File: src/hw/adc_pkg.sv
package adc_pkg;
	localparam int         NUM_CH        = 16;
	localparam int         ADDR_W        = 8;
	// register byte addresses
	localparam logic [7:0] OFS_CTL0      = 8'h00;
	localparam logic [7:0] OFS_CTL1      = 8'h04;
	localparam logic [7:0] OFS_CTL2      = 8'h08;
	localparam logic [7:0] OFS_CTL3      = 8'h0C;
	localparam logic [7:0] OFS_CTL4      = 8'h10;
	localparam logic [7:0] OFS_CTL5      = 8'h14;
	localparam logic [7:0] OFS_STAT0     = 8'h18;
	localparam logic [7:0] OFS_CCF       = 8'h1C;
	localparam logic [7:0] OFS_CMPE      = 8'h20;
	localparam logic [7:0] OFS_CMPHT     = 8'h24;
	localparam logic [7:0] OFS_CMPF      = 8'h28;
	localparam logic [7:0] OFS_RES_BASE  = 8'h40;
	// field positions
	localparam int         CTL0_WRAP_LO  = 0;
	localparam int         CTL1_DRAIN    = 4;
	localparam int         CTL1_RES_LO   = 5;
	localparam int         CTL2_CMPIE    = 0;
	localparam int         CTL2_STOPCLK  = 5;
	localparam int         CTL2_FFC      = 6;
	localparam int         CTL3_LEN_LO   = 3;
	localparam int         CTL3_JUSTIFY  = 7;
	localparam int         CTL4_SMP_LO   = 5;
	localparam int         CTL4_SAMPLE_TIME_BIT2     = 7;
	localparam int         CTL5_CH_LO    = 0;
	localparam int         CTL5_MULT     = 4;
	localparam int         CTL5_SPECIAL  = 6;
	localparam int         STAT0_BUSY    = 0;
	localparam int         STAT0_CMP     = 6;
	localparam int         STAT0_SCF     = 7;
	// reset values
	localparam logic [7:0]  CTL0_RST     = 8'h0F;
	localparam logic [7:0]  CTL1_RST     = 8'h00;
	localparam logic [7:0]  CTL2_RST     = 8'h00;
	localparam logic [7:0]  CTL3_RST     = 8'h20;
	localparam logic [7:0]  CTL4_RST     = 8'h00;
	localparam logic [7:0]  CTL5_RST     = 8'h00;
	localparam logic [15:0] CMPE_RST     = 16'h0000;
	localparam logic [15:0] CMPHT_RST    = 16'h0000;
	// timing, in system clocks and converter ticks
	localparam int         CONV_CLK_DIV  = 2;
	localparam int         DRAIN_TICKS   = 2;
	localparam logic [1:0] RESP_OKAY     = 2'h0;
	localparam logic [1:0] RESP_SLVERR   = 2'h2;
	localparam logic [1:0] RES_8         = 2'h0;
	localparam logic [1:0] RES_10        = 2'h1;

	typedef struct packed {
		logic [7:0]  awaddr;
		logic        awvalid;
		logic [31:0] wdata;
		logic [3:0]  wstrb;
		logic        wvalid;
		logic        bready;
		logic [7:0]  araddr;
		logic        arvalid;
		logic        rready;
	} axi_m_type;

	typedef struct packed {
		logic        awready;
		logic        wready;
		logic [1:0]  bresp;
		logic        bvalid;
		logic        arready;
		logic [31:0] rdata;
		logic [1:0]  rresp;
		logic        rvalid;
	} axi_s_type;

	typedef struct packed {
		logic       drain;
		logic [2:0] sample_code;
		logic [1:0] resolution;
	} conv_cfg_type;
endpackage

File: src/hw/adc_conv_core.sv
module adc_conv_core (
	input  wire logic                 aclk,
	input  wire logic                 aresetn,
	input  wire logic                 start,
	input  wire logic                 hold,
	input  wire adc_pkg::conv_cfg_type cfg,
	input  wire logic [11:0]          analog_data,
	output logic                      done,
	output logic [11:0]               raw,
	output logic                      sampling,
	output logic                      draining
);
	import adc_pkg::*;

	typedef enum logic [1:0] {
		PH_IDLE    = 2'b00,
		PH_DRAIN   = 2'b01,
		PH_SAMPLE  = 2'b10,
		PH_CONVERT = 2'b11
	} phase_type;

	typedef struct packed {
		phase_type   phase;
		logic [5:0]  cnt;
		logic [3:0]  div;
		logic [11:0] raw;
		logic        done;
		logic        sampling;
		logic        draining;
	} core_state_type;

	core_state_type st_r;
	core_state_type st_nxt;
	logic           tick;

	function automatic logic [5:0] sample_ticks(input logic [2:0] code);
		unique case (code)
			3'd0: sample_ticks = 6'd4;
			3'd1: sample_ticks = 6'd6;
			3'd2: sample_ticks = 6'd8;
			3'd3: sample_ticks = 6'd10;
			3'd4: sample_ticks = 6'd12;
			3'd5: sample_ticks = 6'd16;
			3'd6: sample_ticks = 6'd20;
			3'd7: sample_ticks = 6'd24;
		endcase
	endfunction

	// converter tick from the system clock; no second clock domain
	assign tick = (st_r.div == 4'(CONV_CLK_DIV - 1));

	always_comb begin
		st_nxt = st_r;
		st_nxt.done = 1'b0;
		if (!hold) begin
			st_nxt.div = tick ? 4'h0 : 4'(st_r.div + 4'h1);
		end
		if (start) begin
			st_nxt.div = 4'h0;
			st_nxt.phase = cfg.drain ? PH_DRAIN : PH_SAMPLE; // see RL2
			st_nxt.cnt = cfg.drain ? 6'(DRAIN_TICKS) : sample_ticks(cfg.sample_code); // see RL11
		end else if (!hold && tick) begin
			unique case (st_r.phase)
				PH_IDLE: begin
					st_nxt.cnt = 6'h00;
				end
				PH_DRAIN: begin
					if (st_r.cnt == 6'h01) begin
						st_nxt.phase = PH_SAMPLE;
						st_nxt.cnt = sample_ticks(cfg.sample_code); // see RL11
					end else begin
						st_nxt.cnt = st_r.cnt - 6'h01;
					end
				end
				PH_SAMPLE: begin
					if (st_r.cnt == 6'h01) begin
						st_nxt.phase = PH_CONVERT;
						st_nxt.raw = analog_data;
						// one tick per result bit
						st_nxt.cnt = (cfg.resolution == RES_8) ? 6'd8 :
							(cfg.resolution == RES_10) ? 6'd10 : 6'd12; // see RL3
					end else begin
						st_nxt.cnt = st_r.cnt - 6'h01;
					end
				end
				PH_CONVERT: begin
					if (st_r.cnt == 6'h01) begin
						st_nxt.phase = PH_IDLE;
						st_nxt.done = 1'b1;
						st_nxt.cnt = 6'h00;
					end else begin
						st_nxt.cnt = st_r.cnt - 6'h01;
					end
				end
			endcase
		end
		st_nxt.sampling = (st_nxt.phase == PH_SAMPLE);
		st_nxt.draining = (st_nxt.phase == PH_DRAIN);
	end

	always_ff @(posedge aclk) begin
		if (!aresetn) begin
			st_r <= '0;
		end else begin
			st_r <= st_nxt;
		end
	end

	assign done     = st_r.done;
	assign raw      = st_r.raw;
	assign sampling = st_r.sampling;
	assign draining = st_r.draining;
endmodule

File: src/hw/adc_sequencer_compare_ctrl.sv
// Operation
// RL1: wrap limit all ones on three low bits wraps selector from 7 to 0.
// RL2: drain bit in control 1 discharges the sample capacitor before each sample.
// RL3: two-bit resolution field in control 1 selects 8, 10 or 12 bits.
// RL4: stop-clock enable in control 2 keeps conversions running in stop.
// RL5: compare interrupt enable in control 2 gates the compare interrupt.
// RL6: compare flags result less-or-equal or greater than threshold, in every mode.
// RL7: compare events are flagged apart from conversion-complete flags.
// RL8: threshold is the value software last wrote to the channel result register.
// RL9: 16-bit compare enable, one bit per channel, resets to disabled.
// RL10: 16-bit higher-than select picks greater-than, else less-or-equal.
// RL11: third sample-time bit in control 4 joins the other two.
// RL12: special select in control 5 converts internal references.
// RL13: every write to control 5 starts a new sequence.
// RL14: justify bit aligns stored results and written thresholds alike.
// RL15: result registers are writable; a write replaces the last result.
// RL16: without fast clear, complete flags clear only by writing one.
// RL17: ready from reset, idle when not converting, no power-up bit.
// RL18: software aborts sequences itself before entering wait.
// RL19: compare match while stopped raises a wakeup request.
// RL20: results are unsigned; software forms signed values.
// RL21: with fast clear, any result register access clears its complete flag.
// RL22: sequence complete flag sets at the last conversion, apart from compare.
module adc_sequencer_compare_ctrl (
	input  wire logic              aclk,
	input  wire logic              aresetn,
	input  wire adc_pkg::axi_m_type axi_m,
	output adc_pkg::axi_s_type     axi_s,
	input  wire logic              stop_mode,
	input  wire logic [11:0]       analog_data,
	output logic [3:0]             channel_sel,
	output logic                   special_sel,
	output logic                   sample_active,
	output logic                   discharge_active,
	output logic                   compare_irq,
	output logic                   wakeup_req
);
	import adc_pkg::*;

	typedef struct packed {
		axi_s_type           s;
		logic [7:0]          aw_addr;
		logic                aw_have;
		logic [31:0]         w_data;
		logic [3:0]          w_strb;
		logic                w_have;
		logic [7:0]          ctl0;
		logic [7:0]          ctl1;
		logic [7:0]          ctl2;
		logic [7:0]          ctl3;
		logic [7:0]          ctl4;
		logic [7:0]          ctl5;
		logic [15:0]         cmp_en;
		logic [15:0]         cmp_ht;
		logic [15:0]         ccf;
		logic [15:0]         cmp_flag;
		logic                sequence_complete_flag;
		logic [15:0][15:0]   result;
		logic                busy;
		logic [3:0]          ch;
		logic [4:0]          left;
		logic                start;
		logic                irq;
		logic                wake;
	} state_type;

	state_type    st_r;
	state_type    st_nxt;
	conv_cfg_type cfg;
	logic         conv_done;
	logic [11:0]  conv_raw;
	logic         conv_sampling;
	logic         conv_draining;
	logic         conv_hold;

	function automatic logic [7:0] merge8(input logic [7:0] old, input logic [31:0] d,
		input logic [3:0] strb, input int lane);
		merge8 = strb[lane] ? d[lane*8 +: 8] : old;
	endfunction

	function automatic logic [15:0] merge16(input logic [15:0] old, input logic [31:0] d,
		input logic [3:0] strb);
		merge16 = {merge8(old[15:8], d, strb, 1), merge8(old[7:0], d, strb, 0)};
	endfunction

	function automatic logic is_result(input logic [7:0] a);
		is_result = (a[7:6] == OFS_RES_BASE[7:6]) && (a[1:0] == 2'b00);
	endfunction

	// scale to the chosen width, then place right or left in the 16-bit word
	function automatic logic [15:0] justify(input logic [11:0] raw, input logic [1:0] res,
		input logic left);
		logic [15:0] v;
		v = 16'h0000;
		unique case (res)
			RES_8:   v = left ? {raw[11:4], 8'h00} : {8'h00, raw[11:4]}; // see RL3
			RES_10:  v = left ? {raw[11:2], 6'h00} : {6'h00, raw[11:2]}; // see RL3
			default: v = left ? {raw, 4'h0} : {4'h0, raw}; // see RL14
		endcase
		justify = v;
	endfunction

	always_comb begin
		logic [7:0]  waddr;
		logic [7:0]  raddr;
		logic [3:0]  rch;
		logic [3:0]  wch;
		logic [3:0]  nch;
		logic [15:0] val;
		logic [15:0] thr;
		logic        match;
		logic [15:0] clr_ccf;
		logic [15:0] clr_cmp;
		logic        clr_scf;
		logic [31:0] rd;
		logic        rd_ok;
		waddr = st_r.aw_addr;
		raddr = axi_m.araddr;
		rch = raddr[5:2];
		wch = waddr[5:2];
		nch = 4'h0;
		val = 16'h0000;
		thr = 16'h0000;
		match = 1'b0;
		clr_ccf = 16'h0000;
		clr_cmp = 16'h0000;
		clr_scf = 1'b0;
		rd = 32'h0000_0000;
		rd_ok = 1'b1;
		st_nxt = st_r;
		st_nxt.start = 1'b0;

		// bus handshakes: address and data may come in either order
		if (axi_m.awvalid && st_r.s.awready) begin
			st_nxt.aw_have = 1'b1;
			st_nxt.aw_addr = axi_m.awaddr;
		end
		if (axi_m.wvalid && st_r.s.wready) begin
			st_nxt.w_have = 1'b1;
			st_nxt.w_data = axi_m.wdata;
			st_nxt.w_strb = axi_m.wstrb;
		end
		if (st_r.s.bvalid && axi_m.bready) begin
			st_nxt.s.bvalid = 1'b0;
		end
		if (st_r.s.rvalid && axi_m.rready) begin
			st_nxt.s.rvalid = 1'b0;
		end

		// register write, once both halves are held
		if (st_r.aw_have && st_r.w_have && !st_r.s.bvalid) begin
			st_nxt.aw_have = 1'b0;
			st_nxt.w_have = 1'b0;
			st_nxt.s.bvalid = 1'b1;
			st_nxt.s.bresp = RESP_OKAY;
			if (is_result(waddr)) begin
				// threshold word is taken as written, in the current alignment
				st_nxt.result[wch] = merge16(st_r.result[wch], st_r.w_data,
					st_r.w_strb); // see RL15
				if (st_r.ctl2[CTL2_FFC]) begin
					clr_ccf[wch] = 1'b1; // see RL21
				end
			end else begin
				unique case (waddr)
					OFS_CTL0:  st_nxt.ctl0 = merge8(st_r.ctl0, st_r.w_data, st_r.w_strb, 0);
					OFS_CTL1:  st_nxt.ctl1 = merge8(st_r.ctl1, st_r.w_data, st_r.w_strb, 0);
					OFS_CTL2:  st_nxt.ctl2 = merge8(st_r.ctl2, st_r.w_data, st_r.w_strb, 0);
					OFS_CTL3:  st_nxt.ctl3 = merge8(st_r.ctl3, st_r.w_data, st_r.w_strb, 0);
					OFS_CTL4:  st_nxt.ctl4 = merge8(st_r.ctl4, st_r.w_data, st_r.w_strb, 0);
					OFS_CTL5: begin
						st_nxt.ctl5 = merge8(st_r.ctl5, st_r.w_data, st_r.w_strb, 0);
						// any write restarts, even one that leaves the value unchanged
						st_nxt.start = 1'b1; // see RL13
					end
					OFS_STAT0: begin
						if (st_r.w_strb[0]) begin
							clr_scf = st_r.w_data[STAT0_SCF];
						end
					end
					OFS_CCF: begin
						clr_ccf = clr_ccf | (merge16(16'h0000, st_r.w_data,
							st_r.w_strb) & st_r.ccf); // see RL16
					end
					OFS_CMPE:  st_nxt.cmp_en = merge16(st_r.cmp_en, st_r.w_data,
						st_r.w_strb); // see RL9
					OFS_CMPHT: st_nxt.cmp_ht = merge16(st_r.cmp_ht, st_r.w_data,
						st_r.w_strb); // see RL10
					OFS_CMPF: begin
						clr_cmp = merge16(16'h0000, st_r.w_data, st_r.w_strb);
					end
					default: begin
						st_nxt.s.bresp = RESP_SLVERR;
					end
				endcase
			end
		end

		// register read; reading never clears a flag unless fast clear is on
		if (axi_m.arvalid && st_r.s.arready) begin
			if (is_result(raddr)) begin
				rd = {16'h0000, st_r.result[rch]};
				if (st_r.ctl2[CTL2_FFC]) begin
					clr_ccf[rch] = 1'b1; // see RL21
				end
			end else begin
				unique case (raddr)
					OFS_CTL0:  rd = {24'h000000, st_r.ctl0};
					OFS_CTL1:  rd = {24'h000000, st_r.ctl1};
					OFS_CTL2:  rd = {24'h000000, st_r.ctl2};
					OFS_CTL3:  rd = {24'h000000, st_r.ctl3};
					OFS_CTL4:  rd = {24'h000000, st_r.ctl4};
					OFS_CTL5:  rd = {24'h000000, st_r.ctl5};
					OFS_STAT0: begin
						rd[STAT0_SCF] = st_r.sequence_complete_flag; // see RL22
						rd[STAT0_CMP] = |st_r.cmp_flag; // see RL7
						rd[STAT0_BUSY] = st_r.busy;
					end
					OFS_CCF:   rd = {16'h0000, st_r.ccf}; // see RL16
					OFS_CMPE:  rd = {16'h0000, st_r.cmp_en};
					OFS_CMPHT: rd = {16'h0000, st_r.cmp_ht};
					OFS_CMPF:  rd = {16'h0000, st_r.cmp_flag};
					default:   rd_ok = 1'b0;
				endcase
			end
			st_nxt.s.rvalid = 1'b1;
			st_nxt.s.rdata = rd;
			st_nxt.s.rresp = rd_ok ? RESP_OKAY : RESP_SLVERR;
		end

		// software clears first, so a hardware set in the same cycle wins
		st_nxt.ccf = st_r.ccf & ~clr_ccf;
		st_nxt.cmp_flag = st_r.cmp_flag & ~clr_cmp;
		if (clr_scf) begin
			st_nxt.sequence_complete_flag = 1'b0;
		end

		// sequencer
		if (st_r.start) begin
			st_nxt.busy = 1'b1;
			st_nxt.ch = st_r.ctl5[CTL5_CH_LO +: 4];
			st_nxt.left = (st_r.ctl3[CTL3_LEN_LO +: 4] == 4'h0) ? 5'd16 :
				{1'b0, st_r.ctl3[CTL3_LEN_LO +: 4]};
			st_nxt.sequence_complete_flag = 1'b0;
		end else if (st_r.busy && conv_done) begin
			val = justify(conv_raw, st_r.ctl1[CTL1_RES_LO +: 2],
				st_r.ctl3[CTL3_JUSTIFY]); // see RL14
			thr = st_r.result[st_r.ch]; // see RL8
			match = st_r.cmp_ht[st_r.ch] ? (val > thr) : (val <= thr); // see RL10
			if (st_r.cmp_en[st_r.ch]) begin
				// threshold kept in place; only the event is recorded
				if (match) begin
					st_nxt.cmp_flag[st_r.ch] = 1'b1; // see RL6
					st_nxt.ccf[st_r.ch] = 1'b1;
					if (stop_mode) begin
						st_nxt.wake = 1'b1; // see RL19
					end
				end
			end else begin
				st_nxt.result[st_r.ch] = val; // see RL20
				st_nxt.ccf[st_r.ch] = 1'b1;
			end
			if (st_r.ctl5[CTL5_MULT]) begin
				nch = (st_r.ch == st_r.ctl0[CTL0_WRAP_LO +: 4]) ? 4'h0 :
					4'(st_r.ch + 4'h1); // see RL1
			end else begin
				nch = st_r.ch;
			end
			st_nxt.ch = nch;
			st_nxt.left = st_r.left - 5'd1;
			if (st_r.left == 5'd1) begin
				st_nxt.busy = 1'b0; // see RL17
				st_nxt.sequence_complete_flag = 1'b1; // see RL22
			end
		end

		if (!stop_mode) begin
			st_nxt.wake = 1'b0;
		end
		st_nxt.irq = st_nxt.ctl2[CTL2_CMPIE] && (|st_nxt.cmp_flag); // see RL5

		// ready only while the holding slot is free
		st_nxt.s.awready = !st_nxt.aw_have && !st_nxt.s.awready;
		st_nxt.s.wready = !st_nxt.w_have && !st_nxt.s.wready;
		st_nxt.s.arready = !st_nxt.s.rvalid && !st_nxt.s.arready;
	end

	// a held conversion stays frozen in stop unless the internal clock is kept on
	assign conv_hold = stop_mode && !st_r.ctl2[CTL2_STOPCLK]; // see RL4

	always_comb begin
		cfg.drain = st_r.ctl1[CTL1_DRAIN]; // see RL2
		cfg.sample_code = {st_r.ctl4[CTL4_SAMPLE_TIME_BIT2], st_r.ctl4[CTL4_SMP_LO +: 2]}; // see RL11
		cfg.resolution = st_r.ctl1[CTL1_RES_LO +: 2]; // see RL3
	end

	adc_conv_core u_core (
		.aclk        (aclk),
		.aresetn     (aresetn),
		.start       (st_r.start || (st_r.busy && conv_done && st_r.left != 5'd1)),
		.hold        (conv_hold),
		.cfg         (cfg),
		.analog_data (analog_data),
		.done        (conv_done),
		.raw         (conv_raw),
		.sampling    (conv_sampling),
		.draining    (conv_draining)
	);

	always_ff @(posedge aclk) begin
		if (!aresetn) begin
			// usable straight out of reset, no power-up step
			st_r <= '0; // see RL17
			st_r.ctl0 <= CTL0_RST;
			st_r.ctl1 <= CTL1_RST;
			st_r.ctl2 <= CTL2_RST;
			st_r.ctl3 <= CTL3_RST;
			st_r.ctl4 <= CTL4_RST;
			st_r.ctl5 <= CTL5_RST;
			st_r.cmp_en <= CMPE_RST; // see RL9
			st_r.cmp_ht <= CMPHT_RST;
		end else begin
			st_r <= st_nxt;
		end
	end

	// pin copies of channel, special select and conversion phase, registered once more
	logic [3:0] ch_q;
	logic       sc_q;
	logic       smp_q;
	logic       drn_q;

	always_ff @(posedge aclk) begin
		if (!aresetn) begin
			ch_q <= 4'h0;
			sc_q <= 1'b0;
			smp_q <= 1'b0;
			drn_q <= 1'b0;
		end else begin
			ch_q <= st_r.ch;
			sc_q <= st_r.ctl5[CTL5_SPECIAL]; // see RL12
			smp_q <= conv_sampling;
			drn_q <= conv_draining; // see RL2
		end
	end

	assign axi_s            = st_r.s;
	assign channel_sel      = ch_q;
	assign special_sel      = sc_q;
	assign sample_active    = smp_q;
	assign discharge_active = drn_q;
	assign compare_irq      = st_r.irq;
	assign wakeup_req       = st_r.wake;
endmodule

File: config.mk
export PLATFORM = sky130hd
export DESIGN_NAME = adc_sequencer_compare_ctrl
export DESIGN_NICKNAME = d
export VERILOG_FILES = /design/src/hw/adc_pkg.sv /design/src/hw/adc_conv_core.sv /design/src/hw/adc_sequencer_compare_ctrl.sv
export SDC_FILE = /design/constraint.sdc
export NUM_CORES = 2
export LEC_CHECK = 0
export BUFFER_PORTS_ARGS = -buffer_cell sky130_fd_sc_hd__buf_4
export CAP_MARGIN = 25
export CORE_MARGIN = 1
export CORE_UTILIZATION = 65
export CTS_BUF_LIST = sky130_fd_sc_hd__clkbuf_2 sky130_fd_sc_hd__clkbuf_4 sky130_fd_sc_hd__clkbuf_8
export DETAILED_ROUTE_END_ITERATION = 10
export PLACE_DENSITY = 0.87
export SETUP_SLACK_MARGIN = 0.4
export SLEW_MARGIN = 20
export SYNTH_ARGS = -nofsm -noshare
export SYNTH_HDL_FRONTEND = slang
export SYNTH_SLANG_ARGS = --single-unit
File: constraint.sdc
create_clock -name aclk -period 5.2 [get_ports aclk]
set_input_delay 0.52 -clock aclk [delete_from_list [all_inputs] [get_ports aclk]]
set_output_delay 0.52 -clock aclk [all_outputs]
set_load 0.03 [all_outputs]
==> impl_metrics.toml <==
[setup_path]
worstSetupStartpointType = "flop"
crit_top_cell = "mux4_2"
rr_endpoint = "compare_irq"
cp-end-kind = "flop"
crit_required_ps = 5740
slowest_stage = "dfxtp_4"
timing.reg2reg.setup_slack_ps = 620
critPathKind = "flop to flop"
cp.arrival_ps = 5120
path_cells = "buf_12 -> mux4_2 -> mux4_2 -> inv_1 -> ha_1 -> nand4_1 -> nor3_1 -> o31ai_1 -> a22o_1 -> mux2i_1 -> o21ai_1"
slowest_delay_ps = 760
rr_worst_depth = 11
reg2reg_from = "st_r[8]"
cp-endpoint = "compare_irq"
worstPathMaxFanout = 26
startpoint = "st_r[8]"

[timing]
setup_violations = 0
fmax_ghz = 0.218
fin_crit_sh_pct = 88.1
finalCriticalPeriod_ps = 4580
worstMarginPinSlew_ps = 1260
finalHoldViolCount = 0
finClkSkew_ps = 57.2
slew_headroom_pct = 15.5
finalMaxSlewViolations = 0
setup_ws_ps = 617
rsz0062_at_grt = "no"
tns_ps = 0

[logic_synthesis]
synth_largest_area_cell = "dfxtp_1"
synth_area_leaders = "dfxtp_1 (32%), mux4_2 (19%), nor2_1 (7.5%)"
async_flop_share_pct = 0
yosysWarnings = 0
yosys.area.top_type_share_pct = 32.2
synth-edff-count = 0
netlist_area_sq_um = 29300
yosysSeqAreaShare_pct = 32.2
synth.distinct_cells = 81
netlist_instances = 3128
ys.flop_type = "dfxtp_1"
avgSynthCellArea_sq_um = 9.37
ys_seq_elements = 471

[routing]
drt_first_iter_violations = 4667
drc_errors = 0
firstDrtPassIters = 10
wire_per_inst_um = 28.7
totalWireLength_um = 106000
ant_nets = 0
vias = 27717
via_per_inst = 7.50

[floorplan]
core-area_sq_um = 44300
rows = 77
start_util_pct = 66.1
die_area_sq_um = 45900
dieWidth_um = 214
ioPinCount = 122
die_y_um = 214

[clock_network]
cts_tree = "built"
postCtsHoldBufs = 0
cts.clk_slew.worst_paths_ps = 60
cts_buffers = 81
clk_path_buf_depth = 3
postCtsSetupRepairBufs = 0
post_cts_resized = 0
cts_max_level = 3
clk_latency_ps = 730
cts_root_buf = "clkbuf_8"
cts.sinks = 471

[place]
gp_congestion = 1.00
place_area_sq_um = 29800
hpwl_um = 65400
port_buffers = 85
post-place-ws_ps = 812
place_inst = 3542

[global_route]
overflow = 0
grt_pass1_wl_um = 159000
grt_pass1_vias = 27054
grt_antenna_before_repair = 0
grt_max_degree = 166
track_usage_pct = 45.7

[cells_and_area]
areaGrowthSynthToFinish_pct = 8.21
fin_area_sq_um = 31700
drive_gt1_share_pct = 21.0
nNetsFinal = 3135
finalNonFillerCells = 3697
final_cell_mix = "nor2_1 (567), dfxtp_1 (466), o21a_1 (265)"
layout_commonest_cell = "nor2_1"
fin_util_pct = 71.5

[worst_hold_path]
hold_start = "analog_data[2]"
worstHoldPathCells = 3
holdCritPathClass = "input pin to flop"

[pwr]
power_density_nw_per_um2 = 250
leakage_nw = 9.98
ir_worst_vdd_mv = 0.201

[run]
drv_cap = 0

[status]
status = "finished clean"
[worst min-delay path by stage]
stage                       endpoint
floorplan           discharge_active
global placement    discharge_active
detailed placement     sample_active
CTS                    u_core.raw[2]
global route           u_core.raw[2]
finish                 u_core.raw[2]
[stage by stage]
stage	total power, mW	hold slack, ps
6_report	7.92	62.5
4_1_cts	7.89	57.7
3_5_place_dp	4.16	424
5_1_grt	8.09	77.7
3_3_place_gp	4.15	416
2_1_floorplan	4.04	412
[state kept, by name, summed over array words and instances (netlist names), 4 cells and up, named ones only]
name and cells:
axi_s 23, cfg 6, channel_sel 4, st_r 402
u_core.raw 12, u_core.st_r 12
[worst max-delay path, delay by kind of cell (launching register included)]
kind            cells  cell delay, ps
mux                 3            1690
flops               1             760
compound gates      3             730
simple gates        2             630
buf+inv             2             390
fa+ha+maj           1             170
[cell families (layout without fill, tap and decap cells)]
kind of cell / count (synthesis) / count (layout) / share of synthesized area (%)
flip-flops: 471 / 471 / 32.2
multiplexers: 357 / 357 / 23.3
buffers and inverters: 409 / 367 / 6.42
adder cells (fa/ha/maj): 25 / 25 / 1.07
other: 1 / 20 / 0.0128
AND/OR/NAND/NOR: 1019 / 1019 / 15.7
XOR/XNOR: 15 / 15 / 0.448
AO/OA/AOI/OAI: 831 / 831 / 20.8
[synth_stat cells (all sizes together) (15+ instances only)]
library cell	count
a21boi	44
a32o	23
buf	149
mux2i	104
nand3	29
a211oi	258
clkbuf	208
mux4	249
nor2b	94
and2	36
a222oi	17
nor2	588
o21ai	55
nand2	176
dfxtp	471
a21oi	61
inv	52
ha	25
nor4	15
o21a	265
a221oi	22
[metal layers]
| metal | GRT usage (%) | vias to the layer above | part of all wire (%) |
|---|---|---|---|
| met2 | 64.4 | 2701 | 41 |
| met5 | 0 | - | 0 |
| met4 | 36.3 | 0 | 9.7 |
| met1 | 54.1 | 12904 | 33 |
| met3 | 20.3 | 817 | 17 |
| li1 | - | 11295 | - |
[cell type report]
type / instances / area, sq um
diodes: 2 / 5.00
clock buffers: 140 / 1760
well taps: 592 / 741
repair buffers: 167 / 1340
fillers: 3127 / 12600
flip-flops and latches: 471 / 9450
multi-input cells: 2265 / 18100
clock inverters: 8 / 83.8
inverters: 52 / 195
[report_power, final]
part / internal, mW / leakage, nW / switching [mW]
clock: 2.17 / 0.974 / 1.65
sequential: 3.63 / 3.80 / 0.0565
combinational: 0.147 / 5.20 / 0.264
No activity file was read; power rests on OpenSTA's default activity.
